## config.mk

```make
export PLATFORM = sky130hd
export DESIGN_NAME = hsq_homing_seq
export DESIGN_NICKNAME = d
export VERILOG_FILES = /design/src/include/hsq_pkg.sv /design/src/hdl/hsq_edge_det.sv /design/src/hdl/hsq_homing_seq.sv /design/src/hdl/hsq_pos_latch.sv
export SDC_FILE = /design/constraint.sdc
export NUM_CORES = 1
export LEC_CHECK = 0
export BUFFER_PORTS_ARGS = -buffer_cell sky130_fd_sc_hd__buf_2
export CORE_UTILIZATION = 45
export DETAILED_ROUTE_END_ITERATION = 8
export GPL_ROUTABILITY_DRIVEN = 1
export PLACE_DENSITY = 0.73
export SLEW_MARGIN = 20
export SYNTH_ARGS = -nofsm -noshare
export SYNTH_HDL_FRONTEND = slang
export SYNTH_SLANG_ARGS = --single-unit
```

## constraint.sdc

```tcl
create_clock -name mclk -period 2.42 [get_ports mclk]
set_input_delay 0.484 -clock mclk [delete_from_list [all_inputs] [get_ports mclk]]
set_output_delay 0.484 -clock mclk [all_outputs]
set_load 0.1 [all_outputs]
```

## src/include/hsq_pkg.sv

```systemverilog
/*
  hsq_pkg: shared types and constants of the homing sequencer.
  assumes: compiled before every hdl/ file that imports it.
*/
`default_nettype none
package hsq_pkg;

  // homing mode select, one code per edge choice
  localparam logic [1:0] HSQ_MODE_LEFT_FALL = 2'h0;
  localparam logic [1:0] HSQ_MODE_LEFT_RISE = 2'h1;
  localparam logic [1:0] HSQ_MODE_RIGHT_RISE = 2'h2;
  localparam logic [1:0] HSQ_MODE_RIGHT_FALL = 2'h3;

  // default widths
  localparam int HSQ_SPEED_W = 16;
  localparam int HSQ_POS_W = 32;
  localparam int HSQ_SW_N = 2;

  // bit positions in the sampled switch vector
  localparam int HSQ_SW_HOME_BIT = 0;
  localparam int HSQ_SW_LIM_BIT = 1;

  // reset values
  localparam logic HSQ_DIR_RST = 1'h1;
  localparam logic HSQ_FAST_RST = 1'h1;
  localparam logic HSQ_WANT_RISE_RST = 1'h0;

  // gray coded along the usual path idle-out-inside-final-done
  typedef enum logic [2:0] {
    HSQ_ST_IDLE = 3'h0,
    HSQ_ST_OUT = 3'h1,
    HSQ_ST_INSIDE = 3'h3,
    HSQ_ST_FINAL = 3'h2,
    HSQ_ST_DONE = 3'h6,
    HSQ_ST_BACK = 3'h5,
    HSQ_ST_FAULT = 3'h4
  } hsq_state_t;

  typedef struct packed {
    logic home;
    logic lim_pos;
  } hsq_sw_t;

  // one step of the sequence: where to go and how to move there
  typedef struct packed {
    hsq_state_t state;
    logic dir_pos;
    logic fast;
    logic want_rise;
  } hsq_step_t;

  typedef struct packed {
    logic run;
    logic dir_pos;
    logic fast;
  } hsq_motion_t;

endpackage : hsq_pkg
`default_nettype wire

```

## src/hdl/hsq_edge_det.sv

```systemverilog
/*
  hsq_edge_det: samples N switch inputs and flags their edges.
  assumes: inputs already synchronous to mclk.
*/
`default_nettype none
module hsq_edge_det
  import hsq_pkg::*;
#(
  parameter int N = HSQ_SW_N
) (
  // clock and reset
  input wire logic mclk,
  input wire logic srst,
  // raw levels
  input wire logic [N-1:0] lvl_in,
  // sampled levels and edges
  output logic [N-1:0] lvl,
  output logic [N-1:0] rise,
  output logic [N-1:0] fall
);
  logic [N-1:0] cur_q, cur_d, prev_q, prev_d;
  // fill_q[1] says both samples were taken after reset; a switch already
  // active during reset would otherwise show a false rise
  logic [1:0] fill_q, fill_d;

  if (N < 1) begin : g_bad_n
    $error("hsq_edge_det: N must be at least 1");
  end

  always_comb begin
    cur_d = lvl_in;
    prev_d = cur_q;
    fill_d = {fill_q[0], 1'b1};
  end

  always_ff @(posedge mclk) begin
    if (srst) begin
      cur_q <= '0;
      prev_q <= '0;
      fill_q <= '0;
    end else begin
      cur_q <= cur_d;
      prev_q <= prev_d;
      fill_q <= fill_d;
    end
  end

  // edges compare two successive samples
  for (genvar i = 0; i < N; i++) begin : g_edge
    assign rise[i] = cur_q[i] & ~prev_q[i] & fill_q[1];
    assign fall[i] = ~cur_q[i] & prev_q[i] & fill_q[1];
  end

  assign lvl = cur_q;
endmodule // hsq_edge_det
`default_nettype wire

```

## src/hdl/hsq_homing_seq.sv

```systemverilog
/*
  hsq_homing_seq: homing sequencer for one axis, using the home switch
  and the positive limit switch as reversing switch.
  assumes: switch levels synchronous to mclk, active high; the drive
  follows motion and speed every cycle; axis_pos is the live position.
*/
`default_nettype none
module hsq_homing_seq
  import hsq_pkg::*;
#(
  parameter int SPEED_W = HSQ_SPEED_W,
  parameter int POS_W = HSQ_POS_W
) (
  // clock and reset
  input wire logic mclk,
  input wire logic srst,
  // command
  input wire logic start,
  input wire logic abort,
  input wire logic [1:0] mode,
  // speed settings
  input wire logic [SPEED_W-1:0] fast_speed,
  input wire logic [SPEED_W-1:0] creep_speed,
  // switches and position
  input wire hsq_sw_t sw,
  input wire logic [POS_W-1:0] axis_pos,
  // drive command
  output hsq_motion_t motion,
  output logic [SPEED_W-1:0] speed,
  // status
  output logic busy,
  output logic done,
  output logic fault,
  output logic [POS_W-1:0] home_pos,
  output logic home_valid
);

  if (SPEED_W < 1) begin : g_bad_speed
    $error("hsq_homing_seq: SPEED_W must be at least 1");
  end

  // build one sequence step
  function automatic hsq_step_t mk_step(hsq_state_t st, logic dir_pos, logic fast,
                                        logic want_rise);
    hsq_step_t s;
    s.state = st;
    s.dir_pos = dir_pos;
    s.fast = fast;
    s.want_rise = want_rise;
    return s;
  endfunction

  // the final approach on its target edge
  function automatic hsq_step_t final_step(logic dir_pos, logic want_rise);
    return mk_step(HSQ_ST_FINAL, dir_pos, 1'b0, want_rise);
  endfunction

  // switch sampling and edges
  logic [HSQ_SW_N-1:0] sw_lvl, sw_rise, sw_fall;
  logic home_lvl, home_rise, home_fall, lim_lvl, lim_rise;

  hsq_edge_det #(
    .N(HSQ_SW_N)
  ) u_edge (
    .mclk(mclk),
    .srst(srst),
    .lvl_in({sw.lim_pos, sw.home}),
    .lvl(sw_lvl),
    .rise(sw_rise),
    .fall(sw_fall)
  );

  assign home_lvl = sw_lvl[HSQ_SW_HOME_BIT];
  assign home_rise = sw_rise[HSQ_SW_HOME_BIT];
  assign home_fall = sw_fall[HSQ_SW_HOME_BIT];
  assign lim_lvl = sw_lvl[HSQ_SW_LIM_BIT];
  assign lim_rise = sw_rise[HSQ_SW_LIM_BIT];

  // sequence state
  hsq_state_t st_q, st_d;
  logic dir_q, dir_d;
  logic fast_q, fast_d;
  logic want_rise_q, want_rise_d;
  logic [1:0] mode_q, mode_d;
  logic capture, invalidate;
  hsq_step_t nx;

  // next step decoding
  always_comb begin
    nx = mk_step(st_q, dir_q, fast_q, want_rise_q);
    capture = 1'b0;
    invalidate = 1'b0;
    mode_d = mode_q;
    case (st_q)
      HSQ_ST_IDLE, HSQ_ST_DONE, HSQ_ST_FAULT: begin
        if (start) begin
          mode_d = mode;
          invalidate = 1'b1;
          if (home_lvl) begin
            case (mode)
              HSQ_MODE_LEFT_FALL: nx = final_step(1'b0, 1'b0);
              HSQ_MODE_LEFT_RISE: nx = mk_step(HSQ_ST_INSIDE, 1'b0, 1'b1, 1'b1);
              HSQ_MODE_RIGHT_RISE: nx = mk_step(HSQ_ST_INSIDE, 1'b1, 1'b1, 1'b1);
              default: nx = final_step(1'b1, 1'b0);
            endcase
          end else if (lim_lvl) begin
            // already sitting on the limit: reverse straight away
            nx = mk_step(HSQ_ST_BACK, 1'b0, 1'b1, 1'b0);
          end else begin
            nx = mk_step(HSQ_ST_OUT, 1'b1, 1'b1, 1'b0);
          end
        end
      end
      HSQ_ST_OUT: begin
        // home edge wins over a limit edge seen in the same sample
        if (home_rise) begin
          case (mode_q)
            HSQ_MODE_LEFT_FALL: nx = final_step(1'b0, 1'b0);
            HSQ_MODE_LEFT_RISE: begin
              nx = mk_step(HSQ_ST_DONE, 1'b1, 1'b1, 1'b1);
              capture = 1'b1;
            end
            HSQ_MODE_RIGHT_RISE: nx = mk_step(HSQ_ST_INSIDE, 1'b1, 1'b1, 1'b1);
            default: nx = final_step(1'b1, 1'b0);
          endcase
        end else if (lim_rise) begin
          nx = mk_step(HSQ_ST_BACK, 1'b0, 1'b1, 1'b0);
        end
      end
      HSQ_ST_BACK: begin
        if (home_rise) begin
          case (mode_q)
            HSQ_MODE_LEFT_FALL: nx = final_step(1'b0, 1'b0);
            HSQ_MODE_LEFT_RISE: nx = mk_step(HSQ_ST_INSIDE, 1'b0, 1'b1, 1'b1);
            HSQ_MODE_RIGHT_RISE: begin
              nx = mk_step(HSQ_ST_DONE, 1'b0, 1'b1, 1'b1);
              capture = 1'b1;
            end
            default: nx = final_step(1'b1, 1'b0);
          endcase
        end
      end
      HSQ_ST_INSIDE: begin
        // switch passed: reverse and creep back onto its rising edge
        if (home_fall) begin
          nx = final_step(~dir_q, 1'b1);
        end
      end
      HSQ_ST_FINAL: begin
        if (want_rise_q ? home_rise : home_fall) begin
          nx = mk_step(HSQ_ST_DONE, dir_q, 1'b0, want_rise_q);
          capture = 1'b1;
        end
      end
      default: nx = mk_step(HSQ_ST_IDLE, HSQ_DIR_RST, HSQ_FAST_RST, HSQ_WANT_RISE_RST);
    endcase
    // running positive into the limit means the edge was missed
    if ((st_q == HSQ_ST_INSIDE || st_q == HSQ_ST_FINAL || st_q == HSQ_ST_BACK)
        && lim_rise && dir_q && !capture) begin
      nx = mk_step(HSQ_ST_FAULT, dir_q, fast_q, want_rise_q);
    end
    if (abort) begin
      nx = mk_step(HSQ_ST_IDLE, dir_q, fast_q, want_rise_q);
      capture = 1'b0;
    end
    st_d = nx.state;
    dir_d = nx.dir_pos;
    fast_d = nx.fast;
    want_rise_d = nx.want_rise;
  end

  always_ff @(posedge mclk) begin
    if (srst) begin
      st_q <= HSQ_ST_IDLE;
      dir_q <= HSQ_DIR_RST;
      fast_q <= HSQ_FAST_RST;
      want_rise_q <= HSQ_WANT_RISE_RST;
      mode_q <= HSQ_MODE_LEFT_FALL;
    end else begin
      st_q <= st_d;
      dir_q <= dir_d;
      fast_q <= fast_d;
      want_rise_q <= want_rise_d;
      mode_q <= mode_d;
    end
  end

  // drive outputs are registered so the drive never sees a glitch
  hsq_motion_t motion_q, motion_d;
  logic [SPEED_W-1:0] speed_q, speed_d;
  logic running;

  always_comb begin
    running = (st_d == HSQ_ST_OUT) || (st_d == HSQ_ST_BACK) ||
              (st_d == HSQ_ST_INSIDE) || (st_d == HSQ_ST_FINAL);
    motion_d.run = running;
    motion_d.dir_pos = dir_d;
    motion_d.fast = fast_d;
    speed_d = '0;
    if (running) begin
      speed_d = fast_d ? fast_speed : creep_speed;
    end
  end

  always_ff @(posedge mclk) begin
    if (srst) begin
      motion_q <= '0;
      speed_q <= '0;
    end else begin
      motion_q <= motion_d;
      speed_q <= speed_d;
    end
  end

  assign motion = motion_q;
  assign speed = speed_q;
  assign busy = motion_q.run;
  assign done = (st_q == HSQ_ST_DONE);
  assign fault = (st_q == HSQ_ST_FAULT);

  // home reference latch
  hsq_pos_latch #(
    .POS_W(POS_W)
  ) u_latch (
    .mclk(mclk),
    .srst(srst),
    .capture(capture),
    .invalidate(invalidate),
    .pos_in(axis_pos),
    .home_pos(home_pos),
    .home_valid(home_valid)
  );

endmodule // hsq_homing_seq
`default_nettype wire

```

## src/hdl/hsq_pos_latch.sv

```systemverilog
/*
  hsq_pos_latch: captures the axis position as home reference.
  assumes: pos_in is valid in the cycle of the capture strobe.
*/
`default_nettype none
module hsq_pos_latch
  import hsq_pkg::*;
#(
  parameter int POS_W = HSQ_POS_W
) (
  // clock and reset
  input wire logic mclk,
  input wire logic srst,
  // control
  input wire logic capture,
  input wire logic invalidate,
  input wire logic [POS_W-1:0] pos_in,
  // result
  output logic [POS_W-1:0] home_pos,
  output logic home_valid
);
  logic [POS_W-1:0] pos_q, pos_d;
  logic valid_q, valid_d;

  if (POS_W < 2) begin : g_bad_w
    $error("hsq_pos_latch: POS_W must be at least 2");
  end

  always_comb begin
    pos_d = pos_q;
    valid_d = valid_q;
    if (invalidate) begin
      valid_d = 1'b0;
    end
    // capture beats invalidate in the same cycle
    if (capture) begin
      pos_d = pos_in;
      valid_d = 1'b1;
    end
  end

  always_ff @(posedge mclk) begin
    if (srst) begin
      pos_q <= '0;
      valid_q <= 1'b0;
    end else begin
      pos_q <= pos_d;
      valid_q <= valid_d;
    end
  end

  assign home_pos = pos_q;
  assign home_valid = valid_q;
endmodule // hsq_pos_latch
`default_nettype wire

```

After elaboration in Yosys (flattened, before gate mapping)
Cells that the tools add are included.
Widths: inputs -> output; s select.
Storage, ports and cells
  word-level logic and storage cells: 92
  register bits: 66
  input port bits: 72
Operators by class
  bitwise logic cells: 14
  reduce and logical (&&, ||, !) cells: 17
  mux-type cells: 28
  equality and inequality tests: 18
Operators with widths (count)
  $mux 6: 10
  $pmux 6 s3: 2
  $pmux 6 s5: 1
  $mux 16: 1
  $eq 3x2->1 const B: 4
  $eq 3x3->1 const B: 4
  $mux 1: 12
  $pmux 4 s3: 1
  $not 1->1: 8
  $reduce_and 7->1: 1
  $and 1x1->1: 6
  $eq 3x1->1 const B: 2
  $ne 2x2->1 const B: 3
  $logic_or 1x1->1: 5
  $eq 2x1->1 const B: 2
  $eq 2x2->1 const B: 2
  $logic_not 2->1: 2
  $logic_and 1x1->1: 3
  $logic_not 3->1: 1
  $ne 3x3->1 const B: 1
  $pmux 1 s3: 1
  $reduce_or 3->1: 1
  $reduce_and 2->1: 1
  $reduce_bool 2->1: 1
  2 further kinds: 2

Logic depth before layout (Yosys ltp)
Gate-level depths: netlist of the first run.
  depth after elaboration: 16
  depth in mapped cells: 9

Cells and area by module
A second synthesis of the first run with hierarchy kept.
Unflattened totals
  cells, all modules: 286
  area, all modules: 2876.5 µm²
Modules (own cells, without submodules)
  hsq_homing_seq: sequential area each 540.5 µm², area an instance 1481.4 µm², times used 1, cells each 162
  hsq_pos_latch: sequential area each 660.6 µm², area an instance 1204.9 µm², times used 1, cells each 108
  hsq_edge_det: sequential area each 120.1 µm², area an instance 190.2 µm², times used 1, cells each 16

Worst setup path after synthesis of the first run
OpenSTA, ideal clock, no wires.
  path type: register to output
  start point: register st_q[0]
  end point: output fault
  path buffers: 1
  data arrival time: 2548 ps
  cell stages (with the launch flop): 3
  required time: 1936 ps
  slack: -612 ps
  cell sequence: dfxtp_1 -> buf_2 -> nor3_1
Between the ends
  cells in the longest elaborated chain, start to end: 1
RTL lines
  start, declared: line hsq_homing_seq.sv:80  | hsq_state_t st_q, st_d;
  start signal, assigned: line hsq_homing_seq.sv:180  | st_q <= st_d;
  $eq 3x3->1: line hsq_homing_seq.sv:219  | assign fault = (st_q == HSQ_ST_FAULT);
  end, declared: line hsq_homing_seq.sv:33  | output logic fault,
No other way between the ends.

Worst setup path in the final report of the first run
  start point: register st_q[2]
  end point: output fault
The elaborated chain is that of the path after synthesis.

==> results of run 1 <==
-- placed cells by master, fill, tap and decap left out, types with 3 or more instances in the layout --
| cell | Yosys | final |
|---|---|---|
| mux2i_1 | 4 | 4 |
| nand2_1 | 71 | 71 |
| nand3_2 | 3 | 3 |
| nand3_1 | 22 | 22 |
| ha_1 | 6 | 6 |
| dfxtp_1 | 66 | 66 |
| buf_4 | 2 | 6 |
| clkbuf_8 | 1 | 9 |
| buf_2 | 6 | 126 |
| nand2b_1 | 6 | 6 |
| inv_1 | 11 | 11 |
| a211oi_1 | 3 | 3 |
| nor3b_1 | 3 | 3 |
| nor2_1 | 10 | 10 |
| o21ai_0 | 12 | 12 |
| nor2b_1 | 7 | 7 |
| and3b_1 | 4 | 4 |
| a21oi_1 | 58 | 57 |
| o21ai_1 | 9 | 9 |
-- power groups by stage --
stage | combinational (mW) | clock (mW) | sequential (mW)
global route | 0.434 | 0.987 | 1.14
floorplan | 0.189 | 0 | 1.27
finish | 0.405 | 0.924 | 1.13
global placement | 0.400 | 0 | 1.16
detailed placement | 0.404 | 0 | 1.16
CTS | 0.406 | 0.946 | 1.13
-- synthesized netlist by cell type, types with 2 or more instances --
cell      instances  area share [%]
and3b_1           4             1.2
nand3b_1          2            0.51
a211oi_1          3            0.76
buf_6             4             1.5
nand3_2           3             1.0
a21oi_1          58             9.9
inv_1            11             1.4
nor3_1            2            0.34
o21ai_0          12             2.0
clkbuf_1         10             1.3
buf_2             6             1.0
nand2b_1          6             1.3
ha_1              6             2.5
nor2b_1           7             1.5
nand3_1          22             3.7
nor3b_1           3            0.76
a221oi_2          2             1.0
nor2_1           10             1.3
mux2i_1           4             1.4
nand2_1          71             9.0
dfxtp_1          66              45
buf_4             2            0.51
o21ai_1           9             1.5
-- worst max-delay path by stage --
| stage | endpoint | slack [ps] |
|---|---|---|
| final | fault | 170 |
| after global routing | fault | 50 |
| after CTS | fault | 200 |
| after detailed placement | speed[11]$_SDFF_PP0_ | 250 |
| after global placement | speed[0]$_SDFF_PP0_ | 310 |
| after floorplan | done | 120 |
-- through the flow --
step / power, mW / instance area, um2 / hold slack, ps / setup WS [ps]
final: 2.463 / 3787 / 368.0 / 172.2
after floorplan: 1.463 / 2952 / 413.8 / 116.0
after global placement: 1.559 / 3586 / 427.5 / 309.2
after global routing: 2.559 / 3787 / 360.1 / 52.73
after detailed placement: 1.563 / 3586 / 423.7 / 246.5
after CTS: 2.486 / 3787 / 357.3 / 202.1
-- per-layer routing --
layer | wire length, um | part of all wire (%) | vias up
met2 | 3446 | 48 | 99
met1 | 3214 | 44 | 1291
met3 | 517 | 7.1 | 7
met5 | 0 | 0 | -
met4 | 65 | 0.90 | 0
li1 | - | - | 1452
-- state kept, by name, summed over array words and instances, names as in the netlist --
name and cells:
u_latch.home_pos 32, speed 16, st_q 3, mode_q 2, motion 2, u_edge.fill_q 2, u_edge.lvl 2, u_edge.prev_q 2
busy 1, dir_q 1, fast_q 1, u_latch.home_valid 1, want_rise_q 1
-- worst register-to-register path: stages, from the launching register on --
cell and delay, ps:
dfxtp_1 670, nor2b_1 170, o211a_1 290, a31o_4 280, o21ai_4 420, nand3_1 150
a21oi_1 140
-- kinds of logic after synthesis --
logic type	synth area share [%]
multiplexers	1.741
AND/OR/NAND/NOR	23.61
AO/OA/AOI/OAI	21.06
buffers and inverters	6.199
adder cells (fa/ha/maj)	2.548
flip-flops	44.84
-- cell type report --
| class | count | area share, % |
|---|---|---|
| Clock buffer | 9 | 3.271 |
| Timing Repair Buffer | 132 | 17.84 |
| Clock inverter | 7 | 2.048 |
| Sequential cell | 66 | 34.89 |
| Multi-Input combinational cell | 253 | 38.32 |
| Inverter | 11 | 1.090 |
| Tap cell | 77 | 2.544 |
==> run_results.csv, run 1 <==
group,metric,value,unit
clock_network,cts_buffer_depth,2,
synthesis,avgSynthCellArea,8.347,um2
critical_path,r2r_end,"speed[11]$_SDFF_PP0_",
floorplanning,dieWidth,82.92,um
floorplanning,start_util,46.40,%
synthesis,synth_cell_types,53,
route,drc,0,
power,intPower,1.723,mW
critical_path,crit_buf_inv,2,
critical_path,startpoint,"st_q[2]$_SDFF_PP0_",
synthesis,synth_edf_count,0,
power,leakage,1.734,nW
global_route,met2_usage,35.62,%
route,vias_per_cell,5.133,
synthesis,synthesis.nets,431,
global_route,grt_pass1_vias,2758,
clock_network,cts-root-buf,"clkbuf_8",
synthesis,synthCells,353,
critical_path,r2r_cells,6,
sta,relSlewSlack,63.03,%
critical_path,startpoint_type,"flip-flop",
critical_path,path_cells,"inv_1, nor3_2, buf_2",
cells_and_area,fin_cells,555,
sta,finalSetupViolCount,0,
global_route,use_met1,25.13,%
cells_and_area,area.growth.synth_to_final,28.53,%
sta,hold_violations,0,
global_route,grt_antenna_before_repair,0,
route,via_count,2849,
synthesis,synthesis.area,2947,um2
route,first_pass_iters,4,
clock_network,clkSinkCount,66,
placed_design,io_buffers,126,
sta,rsz0062_at_grt,"no",
power,power.share.clock,37.5,%
worst_hold_path,holdPathStages,2,
sta,worst_pin_slew,553.8,ps
clock_network,cts_buffers,9,
power,p_switching,0.7402,mW
power,max-vdd-ir-drop,442.8,uV
cells_and_area,multi_input_area,1451,um2
synthesis,yosysSeqAreaShare,44.84,%
critical_path,end_kind,"primary output",
global_route,grt_pass1_wl,11.87,mm
global_route,use_met3,7.157,%
clock_network,cts_resized,0,
global_route,grt_overflow_total,0,
clock_network,clk_latency,330,ps
floorplanning,ios,127,
route,drt_wl_total,7.244,mm
global_route,grt_max_degree,46,
global_route,grt_usage,21.00,%
placed_design,gp_congestion,0.8871,
placed_design,placed_cells,539,
placed_design,hpwl,5.162,mm
synthesis,ys_ff_latch,66,
floorplanning,fp-row-count,29,
sta,tns,0,ps
flow_run,maxCapViolCount,0,
cells_and_area,nFillCells,571,
critical_path,worstSetupPathType,"reg -> out",
critical_path,crit_cells,3,
sta,max_freq,0.4449,GHz
clock_network,cts_tree,"built",
critical_path,reg2reg_slack,220,ps
cells_and_area,diodes,0,
power,p_comb_share,16.4,%
global_route,top_usage_layer,"met2",
sta,clock_skew,10.76,ps
worst_hold_path,hp-start,"sw[0]",
critical_path,crit_fanout,16,
power,sw_frac_of_total,30.05,%
synthesis,ys_warn_count,0,
worst_hold_path,hp-class,"in -> reg",
sta,period_share,92.89,%
critical_path,crit_family,"flip-flops",
power,pwr-share-seq,46.1,%
floorplanning,core-area,6350,um2
cells_and_area,regArea,1321,um2
sta,slew_violations,0,
cells_and_area,drive_gt1_share,34.94,%
floorplanning,fp.dieH,82.92,um
clock_network,htreeDepth,3,
synthesis,synthArstFlopShare,0,%
power,power_density,650.4,nW/um2
floorplanning,die_area,6876,um2
critical_path,max_stage_delay,670,ps
synthesis,yosys_most_used_dff,"dfxtp_1",
critical_path,worstReg2RegStart,"st_q[2]$_SDFF_PP0_",
worst_hold_path,min_to,"u_edge.lvl[1]$_SDFF_PP0_",
critical_path,crit_arrival,1760,ps
clock_network,cts-hold-fix-buffers,0,
clock_network,clk_pin_slew_worst_paths,70,ps
cells_and_area,nNetsFinal,551,
outcome,status,"finished, final reports clean",
route,wl_per_cell,13.05,um
clock_network,cts_setup_buffers,0,
cells_and_area,final_core_util,59.65,%
route,ant_nets,0,
route,drt_iter0_markers,151,
sta,fin_crit,2248,ps
critical_path,cp_slowest_cell,"dfxtp_1",
critical_path,required,1940,ps
Note: power is estimated with default switching activity, not from simulation.
==> run 2: changes to the inputs <==
Settings changed: GPL_TIMING_DRIVEN set to 0.
==> run 2 against run 1 <==
- register-to-register slack better by 20 ps
- clock-buffer cell count up 2
- sequential share of layout area down 0.93 points
- critical path depth up 3
- worst hold slack better by 2.7 ps
- via count up 4.9%
- global-route usage up 1.5 points
- critical endpoint is now u_latch.home_pos[24]$_SDFFE_PP0P_
- largest power group unchanged
==> run_results.csv, run 2 (synthesis results as in run 1) <==
group,metric,value,unit
global_route,grt_antenna_before_repair,0,
power,power_density,660.7,nW/um2
cells_and_area,largest_register_ffs,32,
sta,slew_violations,0,
floorplanning,fp.dieH,82.92,um
placed_design,placed_area,3674,um2
floorplanning,fp-row-count,29,
power,max-vdd-ir-drop,522.2,uV
cells_and_area,drive_gt1_share,34.41,%
floorplanning,ios,127,
clock_network,clk_pin_slew_worst_paths,80,ps
sta,setup_slack,241.7,ps
route,vias_per_cell,5.236,
global_route,grt_pass1_wl,12.74,mm
worst_hold_path,hp-class,"in -> reg",
cells_and_area,area.growth.synth_to_final,32.06,%
cells_and_area,diodes,0,
clock_network,clkSinkCount,66,
power,leakage,1.793,nW
cells_and_area,nNetsFinal,567,
flow_run,maxCapViolCount,0,
clock_network,cts_resized,0,
placed_design,hpwl,5.542,mm
global_route,grt_usage,22.53,%
global_route,grt_max_degree,13,
sta,worst_pin_slew,504.2,ps
clock_network,cts_buffer_depth,2,
cells_and_area,final_core_util,61.28,%
route,wl_per_cell,13.24,um
placed_design,gp_congestion,0.8752,
sta,hold_violations,0,
critical_path,end_kind,"flip-flop",
floorplanning,dieWidth,82.92,um
floorplanning,die_area,6876,um2
clock_network,cts-root-buf,"clkbuf_8",
route,ant_nets,0,
outcome,status,"finished, final reports clean",
critical_path,startpoint_type,"flip-flop",
placed_design,pre_cts_slack,223.4,ps
clock_network,clk_latency,330,ps
floorplanning,start_util,46.40,%
critical_path,crit_arrival,2440,ps
placed_design,io_buffers,125,
clock_network,htreeDepth,3,
route,drt_iter0_markers,224,
sta,tns,0,ps
worst_hold_path,hp-start,"sw[0]",
critical_path,worstReg2RegStart,"u_edge.prev_q[0]$_SDFF_PP0_",
placed_design,placed_cells,555,
sta,max_freq,0.4591,GHz
clock_network,cts_buffers,9,
route,drc,0,
global_route,grt_overflow_total,0,
critical_path,crit_fanout,10,
sta,finalSetupViolCount,0,
critical_path,worstSetupPathType,"reg -> reg",
sta,rsz0062_at_grt,"no",
cells_and_area,stdcell_area,3891,um2
critical_path,required,2690,ps
sta,relSlewSlack,66.62,%
route,first_pass_iters,4,
route,drt_wl_total,7.560,mm
sta,period_share,90.01,%
sta,fin_crit,2178,ps
cells_and_area,mostFrequentLayoutCells,"buf_2, nand2_1, dfxtp_1",
critical_path,startpoint,"u_edge.prev_q[0]$_SDFF_PP0_",
clock_network,cts-hold-fix-buffers,0,
route,via_count,2990,
sta,clock_skew,11.20,ps
clock_network,cts_tree,"built",
cells_and_area,fin_cells,571,
global_route,grt_pass1_vias,2795,
cells_and_area,layout_commonest_cell,"buf_2",
clock_network,cts_setup_buffers,0,
floorplanning,core-area,6350,um2
-- run 2: worst max-delay path: stages (launching register included) --
cell and delay, ps:
dfxtp_1 490, nor3b_1 300, o2111ai_2 240, a21oi_1 430, clkbuf_1 420, nand2_1 100, a21oi_1 130
-- run 2: stage by stage --
stage	hold WS [ps]	power [mW]
6_report	370.7	2.571
5_1_grt	360.4	2.679
4_1_cts	357.2	2.590
3_5_place_dp	435.3	1.584
3_3_place_gp	427.2	1.578
2_1_floorplan	413.8	1.463
-- run 2: per-layer routing --
metal / global-route usage [%] / wire length, um
met5: 0 / 0
met4: 8.934 / 148
met3: 5.268 / 603
met2: 36.89 / 3554
met1: 28.68 / 3253
-- run 2: power breakdown --
group	switching, mW	internal (mW)	total (mW)
clock network	0.422	0.588	1.01
logic	0.290	0.140	0.430
registers	0.0168	1.11	1.13
-- run 2: final cells by class --
| class | count | area [um2] |
|---|---|---|
| Multi-Input combinational cell | 253 | 1448 |
| Timing Repair Buffer | 125 | 625.6 |
| Clock buffer | 11 | 131.4 |
| Clock inverter | 5 | 86.33 |
| Inverter | 11 | 41.29 |
| Fill cell | 598 | 2459 |
| Tap cell | 77 | 96.34 |
| Buffer | 23 | 141.4 |
| Sequential cell | 66 | 1321 |
-- run 2: worst paths after layout --
kind                                                           to  cells after the start  slack (ps)
worst min-delay path                     u_edge.lvl[1]$_SDFF_PP0_                      2         370
worst max register to register  u_latch.home_pos[24]$_SDFFE_PP0P_                      6         240
worst max-delay path            u_latch.home_pos[24]$_SDFFE_PP0P_                      6         240
worst min register to register        u_edge.fill_q[1]$_SDFF_PP0_                      1         450
==> run 3: changes to the inputs <==
--- a/constraint.sdc
+++ b/constraint.sdc
@@ -3,2 +3,2 @@
 set_output_delay 0.484 -clock mclk [all_outputs]
-set_load 0.1 [all_outputs]
+set_load 0.01 [all_outputs]
==> run 3 against run 2 <==
- combinational power decreased by 29%
- global-route usage is 0.14 points lower
- die area is the same
- total power down 10%
- register-to-register slack improved by 40 ps
- critical path type unchanged
- largest cell class unchanged
==> run_results.csv, run 3 (synthesis results as in run 1) <==
group,metric,value,unit
outcome,status,"finished, final reports clean",
cells_and_area,layout_commonest_cell,"buf_2",
cells_and_area,nNetsFinal,567,
sta,worst_pin_slew,489.0,ps
placed_design,hpwl,5.477,mm
sta,finalSetupViolCount,0,
floorplanning,dieWidth,82.92,um
route,drt_wl_total,7.539,mm
critical_path,cp_slowest_cell,"clkbuf_1",
clock_network,cts_tree,"built",
critical_path,required,2680,ps
clock_network,cts-root-buf,"clkbuf_8",
critical_path,crit_fanout,10,
clock_network,cts-hold-fix-buffers,0,
worst_hold_path,hp-class,"in -> reg",
clock_network,clkSinkCount,66,
critical_path,reg2reg_slack,280,ps
cells_and_area,stdcell_area,3857,um2
clock_network,cts_setup_buffers,0,
critical_path,end_kind,"flip-flop",
clock_network,cts_buffer_depth,2,
placed_design,placed_area,3669,um2
critical_path,crit_arrival,2400,ps
cells_and_area,final_core_util,60.75,%
floorplanning,fp.dieH,82.92,um
critical_path,worstSetupPathType,"reg -> reg",
floorplanning,ios,127,
route,first_pass_iters,4,
flow_run,maxCapViolCount,0,
global_route,grt_antenna_before_repair,0,
sta,clock_skew,13.67,ps
cells_and_area,area.growth.synth_to_final,30.91,%
sta,hold_violations,0,
global_route,grt_max_degree,13,
global_route,grt_overflow_total,0,
floorplanning,core-area,6350,um2
sta,relSlewSlack,67.40,%
critical_path,max_stage_delay,400,ps
sta,fin_crit,2135,ps
route,drc,0,
critical_path,crit_family,"simple AND/OR/NAND/NOR gates",
floorplanning,fp-row-count,29,
clock_network,clk_pin_slew_worst_paths,70,ps
route,ant_nets,0,
route,via_count,2912,
sta,hold_ws,359.9,ps
sta,slew_violations,0,
cells_and_area,mostFrequentLayoutCells,"buf_2, nand2_1, dfxtp_1",
critical_path,path_common_cell,"nand2_1",
global_route,grt_usage,22.39,%
placed_design,placed_cells,555,
route,wl_per_cell,13.20,um
power,leakage,1.773,nW
placed_design,gp_congestion,0.8682,
sta,max_freq,0.4683,GHz
floorplanning,start_util,46.40,%
critical_path,crit_buf_inv,2,
clock_network,htreeDepth,3,
clock_network,cts_resized,0,
floorplanning,die_area,6876,um2
global_route,grt_pass1_vias,2731,
sta,period_share,88.23,%
clock_network,clk_latency,340,ps
route,drt_iter0_markers,207,
cells_and_area,drive_gt1_share,34.62,%
placed_design,pre_cts_slack,251.3,ps
clock_network,cts_buffers,9,
sta,tns,0,ps
critical_path,startpoint_type,"flip-flop",
cells_and_area,diodes,0,
cells_and_area,fin_cells,571,
route,vias_per_cell,5.100,
power,power_density,596.7,nW/um2
power,max-vdd-ir-drop,429.3,uV
placed_design,io_buffers,125,
power,p_total,2.302,mW
sta,setup_slack,284.8,ps
sta,rsz0062_at_grt,"no",
global_route,grt_pass1_wl,12.61,mm
critical_path,path_cells,"inv_1, ha_1, mux2_2, nand3_2, nand2_1, nand2_1, clkbuf_1, nand2_1, a21oi_1",
cells_and_area,largest_register_ffs,32,
==> run 3: where the power goes <==
part	total, mW	switching, mW	leakage, nW	internal, mW
sequential	1.13	0.0164	0.536	1.11
combinational	0.304	0.164	1.14	0.140
clock	0.868	0.437	0.0919	0.431
total	2.30	0.617	1.77	1.68
==> run 3: area by class of cell <==
cell class	instances	area, um2
multi-input combinational	253	1443
sequential	66	1321
fill	568	2492
timing repair buffer	125	625.6
clock buffer	11	151.4
tap	77	96.34
inverter	11	41.29
buffer	23	141.4
clock inverter	5	37.54
==> run 3: final timing paths <==
kind         cells past startpoint                startpoint                          endpoint
max                              9    mode_q[0]$_SDFFE_PP0P_  u_latch.home_pos[8]$_SDFFE_PP0P_
min                              2                     sw[0]          u_edge.lvl[1]$_SDFF_PP0_
max reg2reg                      9    mode_q[0]$_SDFFE_PP0P_  u_latch.home_pos[8]$_SDFFE_PP0P_
min reg2reg                      1  u_edge.fill_q[0]$_DFF_P_       u_edge.fill_q[1]$_SDFF_PP0_
==> run 3: per-layer routing <==
metal / up-vias / track usage [%] / part of all wire [%]
met5: - / 0 / 0
met4: 0 / 9.404 / 1.2
met3: 9 / 6.262 / 7.3
met2: 118 / 34.35 / 46
met1: 1298 / 29.57 / 46
li1: 1487 / - / -
